==> config.mk <==
export PLATFORM = sky130hd
export DESIGN_NAME = aqch_top
export DESIGN_NICKNAME = d
export VERILOG_FILES = /design/src/aqch_pkg.sv /design/src/aqch_top.sv
export SDC_FILE = /design/constraint.sdc
export NUM_CORES = 1
export LEC_CHECK = 0
export BUFFER_PORTS_ARGS = -buffer_cell sky130_fd_sc_hd__buf_2
export CELL_PAD_IN_SITES_DETAIL_PLACEMENT = 1
export CELL_PAD_IN_SITES_GLOBAL_PLACEMENT = 2
export CORE_ASPECT_RATIO = 0.5
export CORE_UTILIZATION = 35
export CTS_CLUSTER_SIZE = 40
export DETAILED_ROUTE_END_ITERATION = 7
export GPL_TIMING_DRIVEN = 0
export PLACE_DENSITY_LB_ADDON = 0.1
export SYNTH_ARGS = -nofsm -noshare
export SYNTH_HDL_FRONTEND = slang
export SYNTH_SLANG_ARGS = --single-unit
==> constraint.sdc <==
create_clock -name clk -period 6.56 [get_ports clk]
set_clock_uncertainty 0.1 [all_clocks]
set_input_delay 0 -clock clk [delete_from_list [all_inputs] [get_ports clk]]
set_output_delay 0 -clock clk [all_outputs]
set_load 0.01 [all_outputs]
==> src/aqch_pkg.sv <==
// constants and types for the administration queue command handler
package aqch_pkg;

	// data path and length fields
	localparam int            AQCH_W          = 64;
	localparam int            AQCH_WLEN_W     = 8;
	localparam int            AQCH_BYTES_W    = 11;
	localparam logic [3:0]    AQCH_WORD_BYTES = 4'h8;

	// readable word positions
	localparam logic [2:0]    AQCH_WI_HDR     = 3'h0;
	localparam logic [2:0]    AQCH_WI_MEMBER  = 3'h2;
	localparam logic [2:0]    AQCH_WI_DATA    = 3'h3;
	localparam logic [2:0]    AQCH_WI_SAT     = 3'h4;

	// field positions inside the header and status words
	localparam int            AQCH_OPC_LSB    = 0;
	localparam int            AQCH_GRP_LSB    = 16;
	localparam int            AQCH_ST_LSB     = 0;
	localparam int            AQCH_QL_LSB     = 16;
	localparam int            AQCH_F_W        = 16;

	// result lengths in words
	localparam logic [1:0]    AQCH_RES_HDR    = 2'h1;
	localparam logic [1:0]    AQCH_RES_FULL   = 2'h2;

	// opcodes and group type
	localparam logic [15:0]   AQCH_OPC_QUERY  = 16'h0000;
	localparam logic [15:0]   AQCH_OPC_USE    = 16'h0001;
	localparam logic [15:0]   AQCH_OPC_LIMIT  = 16'h0040;
	localparam logic [15:0]   AQCH_GRP_SRIOV  = 16'h0001;

	// list of usable opcodes after reset: query and use
	localparam logic [63:0]   AQCH_LIST_RST   = 64'h0000_0000_0000_0003;

	// status codes
	localparam logic [15:0]   AQCH_ST_OK      = 16'h0000;
	localparam logic [15:0]   AQCH_ST_EAGAIN  = 16'h000b;
	localparam logic [15:0]   AQCH_ST_ENOMEM  = 16'h000c;
	localparam logic [15:0]   AQCH_ST_EINVAL  = 16'h0016;

	// status qualifiers
	localparam logic [15:0]   AQCH_Q_CMD      = 16'h0000;
	localparam logic [15:0]   AQCH_Q_OPCODE   = 16'h0001;
	localparam logic [15:0]   AQCH_Q_FIELD    = 16'h0002;
	localparam logic [15:0]   AQCH_Q_GROUP    = 16'h0003;
	localparam logic [15:0]   AQCH_Q_MEMBER   = 16'h0004;

	// command sequencer
	typedef enum logic [2:0] {
		AQCH_S_RECV = 3'b000,
		AQCH_S_EVAL = 3'b001,
		AQCH_S_EXEC = 3'b010,
		AQCH_S_RESP = 3'b011,
		AQCH_S_CPL  = 3'b100
	} aqch_state_t;

endpackage

==> src/aqch_top.sv <==
// administration queue command handler: intake, checks, list state, result writer
`timescale 1ns/10ps
`default_nettype none
module aqch_top
	import aqch_pkg::*;
(
	input  wire logic                    clk,            // 40 MHz clock
	input  wire logic                    arst_n,         // async reset, active low
	input  wire logic                    cmd_valid,      // readable word offered
	output logic                         cmd_ready,      // readable word taken
	input  wire logic [AQCH_W-1:0]       cmd_data,       // readable word
	input  wire logic                    cmd_last,       // last readable word
	input  wire logic                    cmd_qid,        // queue of the command
	input  wire logic [AQCH_WLEN_W-1:0]  cmd_wr_words,   // writable part, 64-bit words
	output logic                         rsp_valid,      // writable word offered
	input  wire logic                    rsp_ready,      // writable word accepted
	output logic [AQCH_W-1:0]            rsp_data,       // writable word
	output logic                         rsp_qid,        // queue of the answer
	output logic                         cpl_valid,      // completion offered
	input  wire logic                    cpl_ready,      // completion accepted
	output logic                         cpl_qid,        // queue to mark used on
	output logic [AQCH_BYTES_W-1:0]      cpl_used_bytes, // used length in bytes
	output logic                         exec_req,       // pulse: run a command
	output logic [15:0]                  exec_opcode,    // opcode to run
	output logic [AQCH_W-1:0]            exec_member,    // member id
	output logic [AQCH_W-1:0]            exec_data,      // first specific data word
	input  wire logic                    exec_done,      // pulse: command finished
	input  wire logic [15:0]             exec_status,    // its status
	input  wire logic [15:0]             exec_qual,      // its qualifier
	input  wire logic [AQCH_W-1:0]       exec_result,    // its first result word
	input  wire logic                    vf_enable,      // vf enable bit
	input  wire logic [15:0]             num_vfs,        // vf count
	input  wire logic [AQCH_W-1:0]       supported_ops,  // opcodes the device offers
	output logic [AQCH_W-1:0]            used_ops        // opcodes the driver chose
);

	////////////////////////////////////////////////////////////////////////////////
	// state and captured fields

	aqch_state_t              state;
	logic [2:0]               rd_idx;
	logic [15:0]              opc;
	logic [15:0]              grp;
	logic [AQCH_W-1:0]        member;
	logic [AQCH_W-1:0]        data0;
	logic                     qid;
	logic [AQCH_WLEN_W-1:0]   wr_words;
	logic [15:0]              st;
	logic [15:0]              ql;
	logic [AQCH_W-1:0]        res_word;
	logic [1:0]               res_words;
	logic [AQCH_WLEN_W-1:0]   rsp_cnt;
	logic [AQCH_WLEN_W-1:0]   rsp_total;

	// opcode lookup in a 64-entry bitmap, out of range reads as absent
	function automatic logic aqch_op_in(input logic [AQCH_W-1:0] map, input logic [15:0] op);
		aqch_op_in = (op < AQCH_OPC_LIMIT) && map[op[5:0]];
	endfunction

	// check order: group, then opcode, then member, then list-use field
	logic is_list;
	logic grp_bad;
	logic opc_bad;
	logic mem_bad;
	logic fld_bad;
	assign is_list = (opc == AQCH_OPC_QUERY) || (opc == AQCH_OPC_USE);
	assign grp_bad = (grp != AQCH_GRP_SRIOV) || !vf_enable;
	assign opc_bad = !aqch_op_in(used_ops, opc);
	assign mem_bad = !is_list && ((member == '0) || (member > {48'h0000_0000_0000, num_vfs}));
	assign fld_bad = (opc == AQCH_OPC_USE) && |(data0 & ~supported_ops);

	// written words: shorter of supplied and expected, so always whole words
	assign rsp_total = (wr_words < AQCH_WLEN_W'(res_words)) ? wr_words
		: AQCH_WLEN_W'(res_words);

	////////////////////////////////////////////////////////////////////////////////
	// sequencer: one command at a time, so a queue's order is kept and
	// both queues share one in-order stream, which the relaxed order permits

	always_ff @(posedge clk or negedge arst_n) begin
		if (!arst_n) begin
			state <= AQCH_S_RECV;
		end else begin
			case (state)
				AQCH_S_RECV: begin
					if (cmd_valid && cmd_last)
						state <= AQCH_S_EVAL;
				end
				AQCH_S_EVAL: begin
					if (grp_bad || opc_bad || mem_bad || is_list)
						state <= AQCH_S_RESP;
					else
						state <= AQCH_S_EXEC;
				end
				AQCH_S_EXEC: begin
					if (exec_done)
						state <= AQCH_S_RESP;
				end
				AQCH_S_RESP: begin
					if (!rsp_valid)
						state <= AQCH_S_CPL;
				end
				AQCH_S_CPL: begin
					if (cpl_ready)
						state <= AQCH_S_RECV;
				end
				default: begin
					state <= AQCH_S_RECV;
				end
			endcase
		end
	end

	////////////////////////////////////////////////////////////////////////////////
	// intake: words past the known layout are dropped, fields never sent stay zero

	assign cmd_ready = (state == AQCH_S_RECV);

	always_ff @(posedge clk or negedge arst_n) begin
		if (!arst_n) begin
			rd_idx   <= AQCH_WI_HDR;
			opc      <= '0;
			grp      <= '0;
			member   <= '0;
			data0    <= '0;
			qid      <= 1'b0;
			wr_words <= '0;
		end else if (state == AQCH_S_CPL && cpl_ready) begin
			rd_idx   <= AQCH_WI_HDR;
			opc      <= '0;
			grp      <= '0;
			member   <= '0;
			data0    <= '0;
		end else if (cmd_valid && cmd_ready) begin
			if (rd_idx != AQCH_WI_SAT)
				rd_idx <= rd_idx + 3'h1;
			if (rd_idx == AQCH_WI_HDR) begin
				opc      <= cmd_data[AQCH_OPC_LSB +: AQCH_F_W];
				grp      <= cmd_data[AQCH_GRP_LSB +: AQCH_F_W];
				qid      <= cmd_qid;
				wr_words <= cmd_wr_words;
			end
			if (rd_idx == AQCH_WI_MEMBER)
				member <= cmd_data;
			if (rd_idx == AQCH_WI_DATA)
				data0 <= cmd_data;
		end
	end

	////////////////////////////////////////////////////////////////////////////////
	// verdict; lengths never enter it, so odd sizes cannot fail a command
	// next values are shared with the result writer, which must load the fresh
	// status on the same edge that opens the answer, not the previous command's

	logic [15:0]              next_st;
	logic [15:0]              next_ql;
	logic [AQCH_W-1:0]        next_res_word;
	logic [1:0]               next_res_words;

	always_comb begin
		next_st        = st;
		next_ql        = ql;
		next_res_word  = res_word;
		next_res_words = res_words;
		if (state == AQCH_S_EVAL) begin
			next_res_word  = '0;
			next_res_words = AQCH_RES_HDR;
			next_st        = AQCH_ST_EINVAL;
			if (grp_bad) begin
				next_ql = AQCH_Q_GROUP;
			end else if (opc_bad) begin
				next_ql = AQCH_Q_OPCODE;
			end else if (mem_bad) begin
				next_ql = AQCH_Q_MEMBER;
			end else if (fld_bad) begin
				next_ql = AQCH_Q_FIELD;
			end else begin
				next_st = AQCH_ST_OK;
				next_ql = AQCH_Q_CMD;
				if (opc == AQCH_OPC_QUERY) begin
					next_res_word  = supported_ops;
					next_res_words = AQCH_RES_FULL;
				end
			end
		end else if (state == AQCH_S_EXEC && exec_done) begin
			// try-again/out-of-memory results are passed on unchanged; the
			// executor commits nothing for them, this block holds no state for it
			next_st        = exec_status;
			next_ql        = exec_qual;
			next_res_word  = exec_result;
			next_res_words = AQCH_RES_FULL;
		end
	end

	// verdict registers
	always_ff @(posedge clk or negedge arst_n) begin
		if (!arst_n) begin
			st        <= AQCH_ST_OK;
			ql        <= AQCH_Q_CMD;
			res_word  <= '0;
			res_words <= AQCH_RES_HDR;
		end else begin
			st        <= next_st;
			ql        <= next_ql;
			res_word  <= next_res_word;
			res_words <= next_res_words;
		end
	end

	////////////////////////////////////////////////////////////////////////////////
	// used-opcode list, replaced only by a list-use that passed every check

	always_ff @(posedge clk or negedge arst_n) begin
		if (!arst_n) begin
			used_ops <= AQCH_LIST_RST;
		end else if (state == AQCH_S_EVAL && opc == AQCH_OPC_USE
				&& !grp_bad && !opc_bad && !fld_bad) begin
			used_ops <= data0;
		end
	end

	////////////////////////////////////////////////////////////////////////////////
	// executor hand-off, a single pulse when a non-list command passes the checks

	always_ff @(posedge clk or negedge arst_n) begin
		if (!arst_n) begin
			exec_req    <= 1'b0;
			exec_opcode <= '0;
			exec_member <= '0;
			exec_data   <= '0;
		end else begin
			exec_req <= (state == AQCH_S_EVAL) && !(grp_bad || opc_bad || mem_bad || is_list);
			if (state == AQCH_S_EVAL) begin
				exec_opcode <= opc;
				exec_member <= member;
				exec_data   <= data0;
			end
		end
	end

	////////////////////////////////////////////////////////////////////////////////
	// result writer: status word first, then the result word, zero when empty

	assign rsp_valid = (state == AQCH_S_RESP) && (rsp_cnt < rsp_total);
	assign rsp_qid   = qid;

	always_ff @(posedge clk or negedge arst_n) begin
		if (!arst_n) begin
			rsp_cnt  <= '0;
			rsp_data <= '0;
		end else if (state != AQCH_S_RESP) begin
			rsp_cnt  <= '0;
			rsp_data <= '0;
			rsp_data[AQCH_ST_LSB +: AQCH_F_W] <= next_st;
			rsp_data[AQCH_QL_LSB +: AQCH_F_W] <= next_ql;
		end else if (rsp_valid && rsp_ready) begin
			rsp_cnt  <= rsp_cnt + AQCH_WLEN_W'(1);
			rsp_data <= res_word;
		end
	end

	////////////////////////////////////////////////////////////////////////////////
	// completion: used length counts only words really written

	assign cpl_valid = (state == AQCH_S_CPL);
	assign cpl_qid   = qid;

	always_ff @(posedge clk or negedge arst_n) begin
		if (!arst_n) begin
			cpl_used_bytes <= '0;
		end else if (state == AQCH_S_RESP && !rsp_valid) begin
			cpl_used_bytes <= AQCH_BYTES_W'(rsp_cnt) * AQCH_BYTES_W'(AQCH_WORD_BYTES);
		end
	end

endmodule
`default_nettype wire

# == Yosys cells after proc, flatten, opt, wreduce, memory -nomap -nowiden ==
# Index checks and enable logic that the tools add are counted.
# classes
n_addsub,2
magnitude_cmp,5
eq_ne,14
mux,54
n_bitwise,3
reduce_logical,46
# op_table
cell,n
$mux W64,15
$mux W16,10
$and A64 B64 Y64,1
$gt A64 B16 Y1,1
$logic_not A64 Y1,1
$not A64 Y64,1
$reduce_or A64 Y1,1
$mux W3,10
$mux W8,3
$mux W5,4
$eq A16 B1 Y1 const B,1
$logic_not A16 Y1,1
$lt A16 B7 Y1 const B,1
$mux W2,8
$ne A16 B1 Y1 const B,1
$logic_and A1 B1 Y1,15
$pmux W3 S5,1
$reduce_bool A2 Y1,7
$eq A3 B2 Y1 const B,4
$add A8 B1 Y8 const B,1
$lt A8 B2 Y1,1
$lt A8 B8 Y1,1
$reduce_and A2 Y1,4
$logic_not A1 Y1,7
15 further kinds,24
# totals
regBits,562
inputBits,257
out_inout_bits,289
elab_cells,144

# == Depth between registers and ports, before layout ==
# logic_depth
ltp_word,10
mapped_depth,14
ltp_nobuf,13

# == Worst setup path after synthesis ==
# No wires, ideal clock.
# synth_timing
path_type,reg-to-reg
from,reg wr_words[1]
to,reg cpl_used_bytes[10]
setup_time_ns,0.125
t_arrival_ns,2.795
t_required_ns,6.335
slack_ns,3.541
stages_incl_launch_ff,12
path_buffers,0
synth_period_minus_slack_ns,3.019
cell_sequence,dfrtp_1 ha_1 nor3_1 nand3_1 mux2i_1 ha_1 inv_1 a311oi_1 nand4b_1 nand2_1 a21oi_1 mux2_2
# synth_between
elab_chain_len,6
# synth_rtl
item,line_no,source
start: declaration,aqch_top.sv:47,logic [AQCH_WLEN_W-1:0] wr_words;
start signal: assignment,aqch_top.sv:141,wr_words <= cmd_wr_words;
$lt A8 B2 Y1,aqch_top.sv:73,assign rsp_total = (wr_words < AQCH_WLEN_W'(res_words)) ? wr_words
$mux W8 *,aqch_top.sv:73,
$lt A8 B8 Y1 *,aqch_top.sv:244,assign rsp_valid = (state == AQCH_S_RESP) && (rsp_cnt < rsp_total);
$logic_and A1 B1 Y1 *,aqch_top.sv:244,
$logic_not A1 Y1 *,aqch_top.sv:271,end else if (state == AQCH_S_RESP && !rsp_valid) begin
$logic_and A1 B1 Y1 *,aqch_top.sv:271,
end signal: assignment,aqch_top.sv:272,cpl_used_bytes <= AQCH_BYTES_W'(rsp_cnt) * AQCH_BYTES_W'(AQCH_WORD_BYTES);
end: declaration,aqch_top.sv:22,"output logic [AQCH_BYTES_W-1:0] cpl_used_bytes,"
# Every way passes the cells marked *; elsewhere a longest branch is shown, timed or not.
# A chain may end at the register's enable or synchronous reset.

# == Final worst setup path ==
# layout_timing
from,reg grp[13]
to,reg res_word[11]
# layout_between
elab_chain_len,4
# layout_rtl
item,line_no,source
start: declaration,aqch_top.sv:43,logic [15:0] grp;
start signal: assignment,aqch_top.sv:139,grp <= cmd_data[AQCH_GRP_LSB +: AQCH_F_W];
$ne A16 B1 Y1,aqch_top.sv:67,assign grp_bad = (grp != AQCH_GRP_SRIOV) || !vf_enable;
$logic_or A1 B1 Y1,aqch_top.sv:67,
$mux W64,aqch_top.sv:169,if (grp_bad) begin
$mux W64,aqch_top.sv:165,if (state == AQCH_S_EVAL) begin
end signal: assignment,aqch_top.sv:205,res_word <= next_res_word;
end: declaration,aqch_top.sv:50,logic [AQCH_W-1:0] res_word;
# Every way passes these cells.

==> results by group <==
Timing
  • Period utilisation layout: between 70 and 80%
  • Worst-Margin Slew: approximately 1400 ps
  • Fin. Hold Viols: 0
  • Post-layout min period: around 4700 ps
  • Setup Viol. Count Final: 0
  • Slew headroom: under 10%
  • Pins Over Slew Limit: 0
  • Peak Freq: approximately 210 MHz
  • RSZ-0062 raised after global routing: no

Pwr
  • Cell Pwr Density: around 330 mW/mm^2
  • Final Total Pwr: 0.01077 W
  • Leakage Power: between 15 and 20 nW
  • Worst VDD drop: about 0.16 mV

Synth
  • Ys async rst share: between 90% and 100%
  • Post-synthesis cell type count: 58
  • Sequential area share after synthesis: roughly 58%
  • Number of flops mapped to enable cells by yosys: 0
  • Cell area after synthesis: about 0.024 sq mm
  • Warnings from Yosys: 0
  • Synth Instances: between 2,000 and 3,000
  • Post-synthesis register bit count: about 560
  • Most used flip-flop cell after synthesis: dfrtp_1
  • Syn_area_per_cell: around 9.2 sq um

Clock network
  • Longest Clk Path Bufs: 3
  • CTS sink cnt: between 500 and 600
  • Postcts setup bufs: 0
  • Clk root buf: clkbuf_16
  • H-Tree Depth: 2
  • CTS tree: yes
  • Hold_buf cts: ~240
  • Clock-pin slew on the worst setup and hold paths: around 70 ps
  • Worst-skew pair later-pin latency: roughly 610 ps
  • CTS Buf Count: 53
  • CTS resizes: 0

Setup path
  • CP endpoint kind: flip-flop
  • Register-to-Register Path Depth: 9
  • Buf+Inv Stages, Crit Path: 2
  • Reg-to-Reg End: res_word[11]
  • Family with the most delay on the worst path: simple AND/OR/NAND/NOR gates
  • Slowest cell on crit path: nor4_1
  • Crit Path Max Fanout: 10
  • Crit Path Class: reg -> reg
  • Worst Path Required: 7010 ps
  • Critical path launch point type: flip-flop
  • Reg2Reg Setup Slack: roughly 1900 ps
  • CP Data Arrival Time: approximately 5100 ps
  • CP cell instances: nor4_1 > nand4_1 > nor4_1 > nand3_1 > a211oi_2 > clkbuf_1 > nand2_1 > a21oi_1 > dlygate4sd3_1
  • Max stage delay on crit path: 1060 ps
  • Worst r2r src: grp[13]
  • CP dominant cell by count: nor4_1

Floorplanning
  • Initial Utilization: between 30% and 40%
  • Die ar.: around 0.070 sq mm
  • Die Wd: between 300 and 400 um
  • Io pins: 546
  • Height of the die: 188.2 um
  • Num rows: 67
  • Core box area: 0.06774 sq mm

Drt
  • Antenna Nets Post-Route: 0
  • DRC violations left: 0
  • Routed vias: about 23,000
  • Final wirelength: approximately 100,000 um
  • Vias/cell: 5.079
  • Drt pass-1 iters: 6
  • Drt initial violations: 1,586
  • WL/cell: between 20 and 25 um

Global route
  • First-pass GRT wire length: roughly 150,000 um
  • Vias in the first global route: between 20,000 and 25,000
  • Initial antenna violation count: 7
  • Pin count of the biggest net entering global routing: 110
  • GRT Resource Usage Total: between 20 and 30%
  • Gr ovfl total: 0

Place
  • Port Buf Inserts: roughly 540
  • Gpl congestion: slightly below 0.9
  • Final HPWL DP: slightly below 80,000 um

Cells and area
  • Final Core Density: between 40 and 50%
  • Final net count: about 3,800
  • Syn-to-layout area delta: 34.60%
  • Share of cells above drive strength 1: around a fifth

Status
  • Outcome: completed

Worst hold path
  • Hold endpoint: wr_words[1]
  • Hold WC Path Type: in -> reg
  • HP Start: cmd_wr_words[1]
  • Hold Crit Depth: 4

Run
  • Max-cap violation count: 0
kinds of logic (layout without fill, tap and decap cells):
group / Yosys count / in the layout / synth area share, %
AND/OR/NAND/NOR: 1236 / 1236 / 20.55
flip-flops: 562 / 562 / 57.99
AO/OA/AOI/OAI: 480 / 480 / 10.82
buffers and inverters: 214 / 1105 / 3.631
multiplexers: 105 / 105 / 5.225
adder cells (fa/ha/maj): 29 / 29 / 1.496
XOR/XNOR: 7 / 7 / 0.2527
other: 2 / 19 / 0.03096
synthesized netlist by cell type (all sizes together), types with 21 or more instances:
master	instances	share of area, %
o21ai	94	1.9
mux2	73	3.4
buf	21	0.64
nand2	955	15
clkbuf	141	2.2
o22ai	31	0.80
dfrtp	559	58
nand2b	51	1.3
nor2	143	2.2
nor4	28	0.75
inv	52	0.80
a21oi	302	6.2
mux2i	22	0.91
ha	29	1.5
metal layers:
metal	vias to the layer above	global-route usage [%]	wire (um)
li1	10400	-	-
met5	-	0	0
met2	517	46.25	47620
met1	11470	41.60	48250
met3	163	3.339	3853
met4	0	9.946	3714
metrics by stage:
step                hold slack (ps)  setup TNS (ps)  cells  cell area, sq um  setup WS [ps]
global route                  30.11               0   4436             32640           1701
CTS                           1.824               0   4430             32630           2099
floorplan                    -395.6               0   2642             24280           3541
global placement              92.07        -3929190   4081             28120          -7117
detailed placement           -99.00               0   4087             28290           2330
finish                        16.40               0   4440             32650           1868
worst max path at each step:
stage / slack [ps] / cells after the start / from / end
floorplan: 3540 / 11 / wr_words[1] / cpl_used_bytes[10]
global route: 1700 / 9 / grp[13] / res_word[9]
finish: 1870 / 9 / grp[13] / res_word[11]
global placement: -7120 / 1 / arst_n / rsp_data[42]
CTS: 2100 / 9 / grp[13] / res_word[12]
detailed placement: 2330 / 12 / wr_words[5] / rsp_data[30]
layout make-up:
| cell class | instances | area [sq um] |
|---|---|---|
| clock inverters | 24 | 290.3 |
| fillers | 7990 | 35080 |
| clock buffers | 75 | 1582 |
| inverters | 52 | 195.2 |
| plain buffers | 162 | 685.7 |
| diodes | 10 | 25.02 |
| repair buffers | 792 | 5348 |
| multi-input cells | 1866 | 9336 |
| well taps | 897 | 1122 |
| flip-flops and latches | 562 | 14070 |
worst min-delay path, delay by kind of cell:
family,cells,cell delay [ps]
buf+inv,2,610
simple gates,2,90
power breakdown:
part           switching, W  leakage (nW)  internal [W]
logic               0.00168          7.77       0.00124
registers          0.000372          7.47       0.00408
clock network       0.00148         0.917       0.00192
placed cells by master, fill, tap and decap left out, types with 6 or more instances in the layout:
cell and instances:
buf_6 7, clkbuf_8 13, nand3_1 15, mux4_2 10, bufinv_16 6, conb_1 9
buf_2 546, o2111ai_1 17, o21ai_0 93, nor2b_1 6, mux2i_1 22, buf_16 7
dlygate4sd3_1 243, o22ai_1 31, nor4_1 27, clkbuf_1 148, clkinv_2 11, diode_2 10
dfrtp_1 559, nand2b_1 51, a211oi_1 6, inv_1 52, mux2_2 68, nand4_1 10
a21oi_1 302, nor3_1 9, nand2_1 955, ha_1 29, nor2_1 143, clkbuf_16 55
sequential cells by signal, indices dropped and copies added (netlist names), 64 cells and up:
| register | count |
|---|---|
| used_ops | 64 |
| rsp_data | 64 |
| member | 64 |
| exec_data | 64 |
| res_word | 64 |
| data0 | 64 |
| exec_member | 64 |
Note: power is estimated with default switching activity, not from simulation.
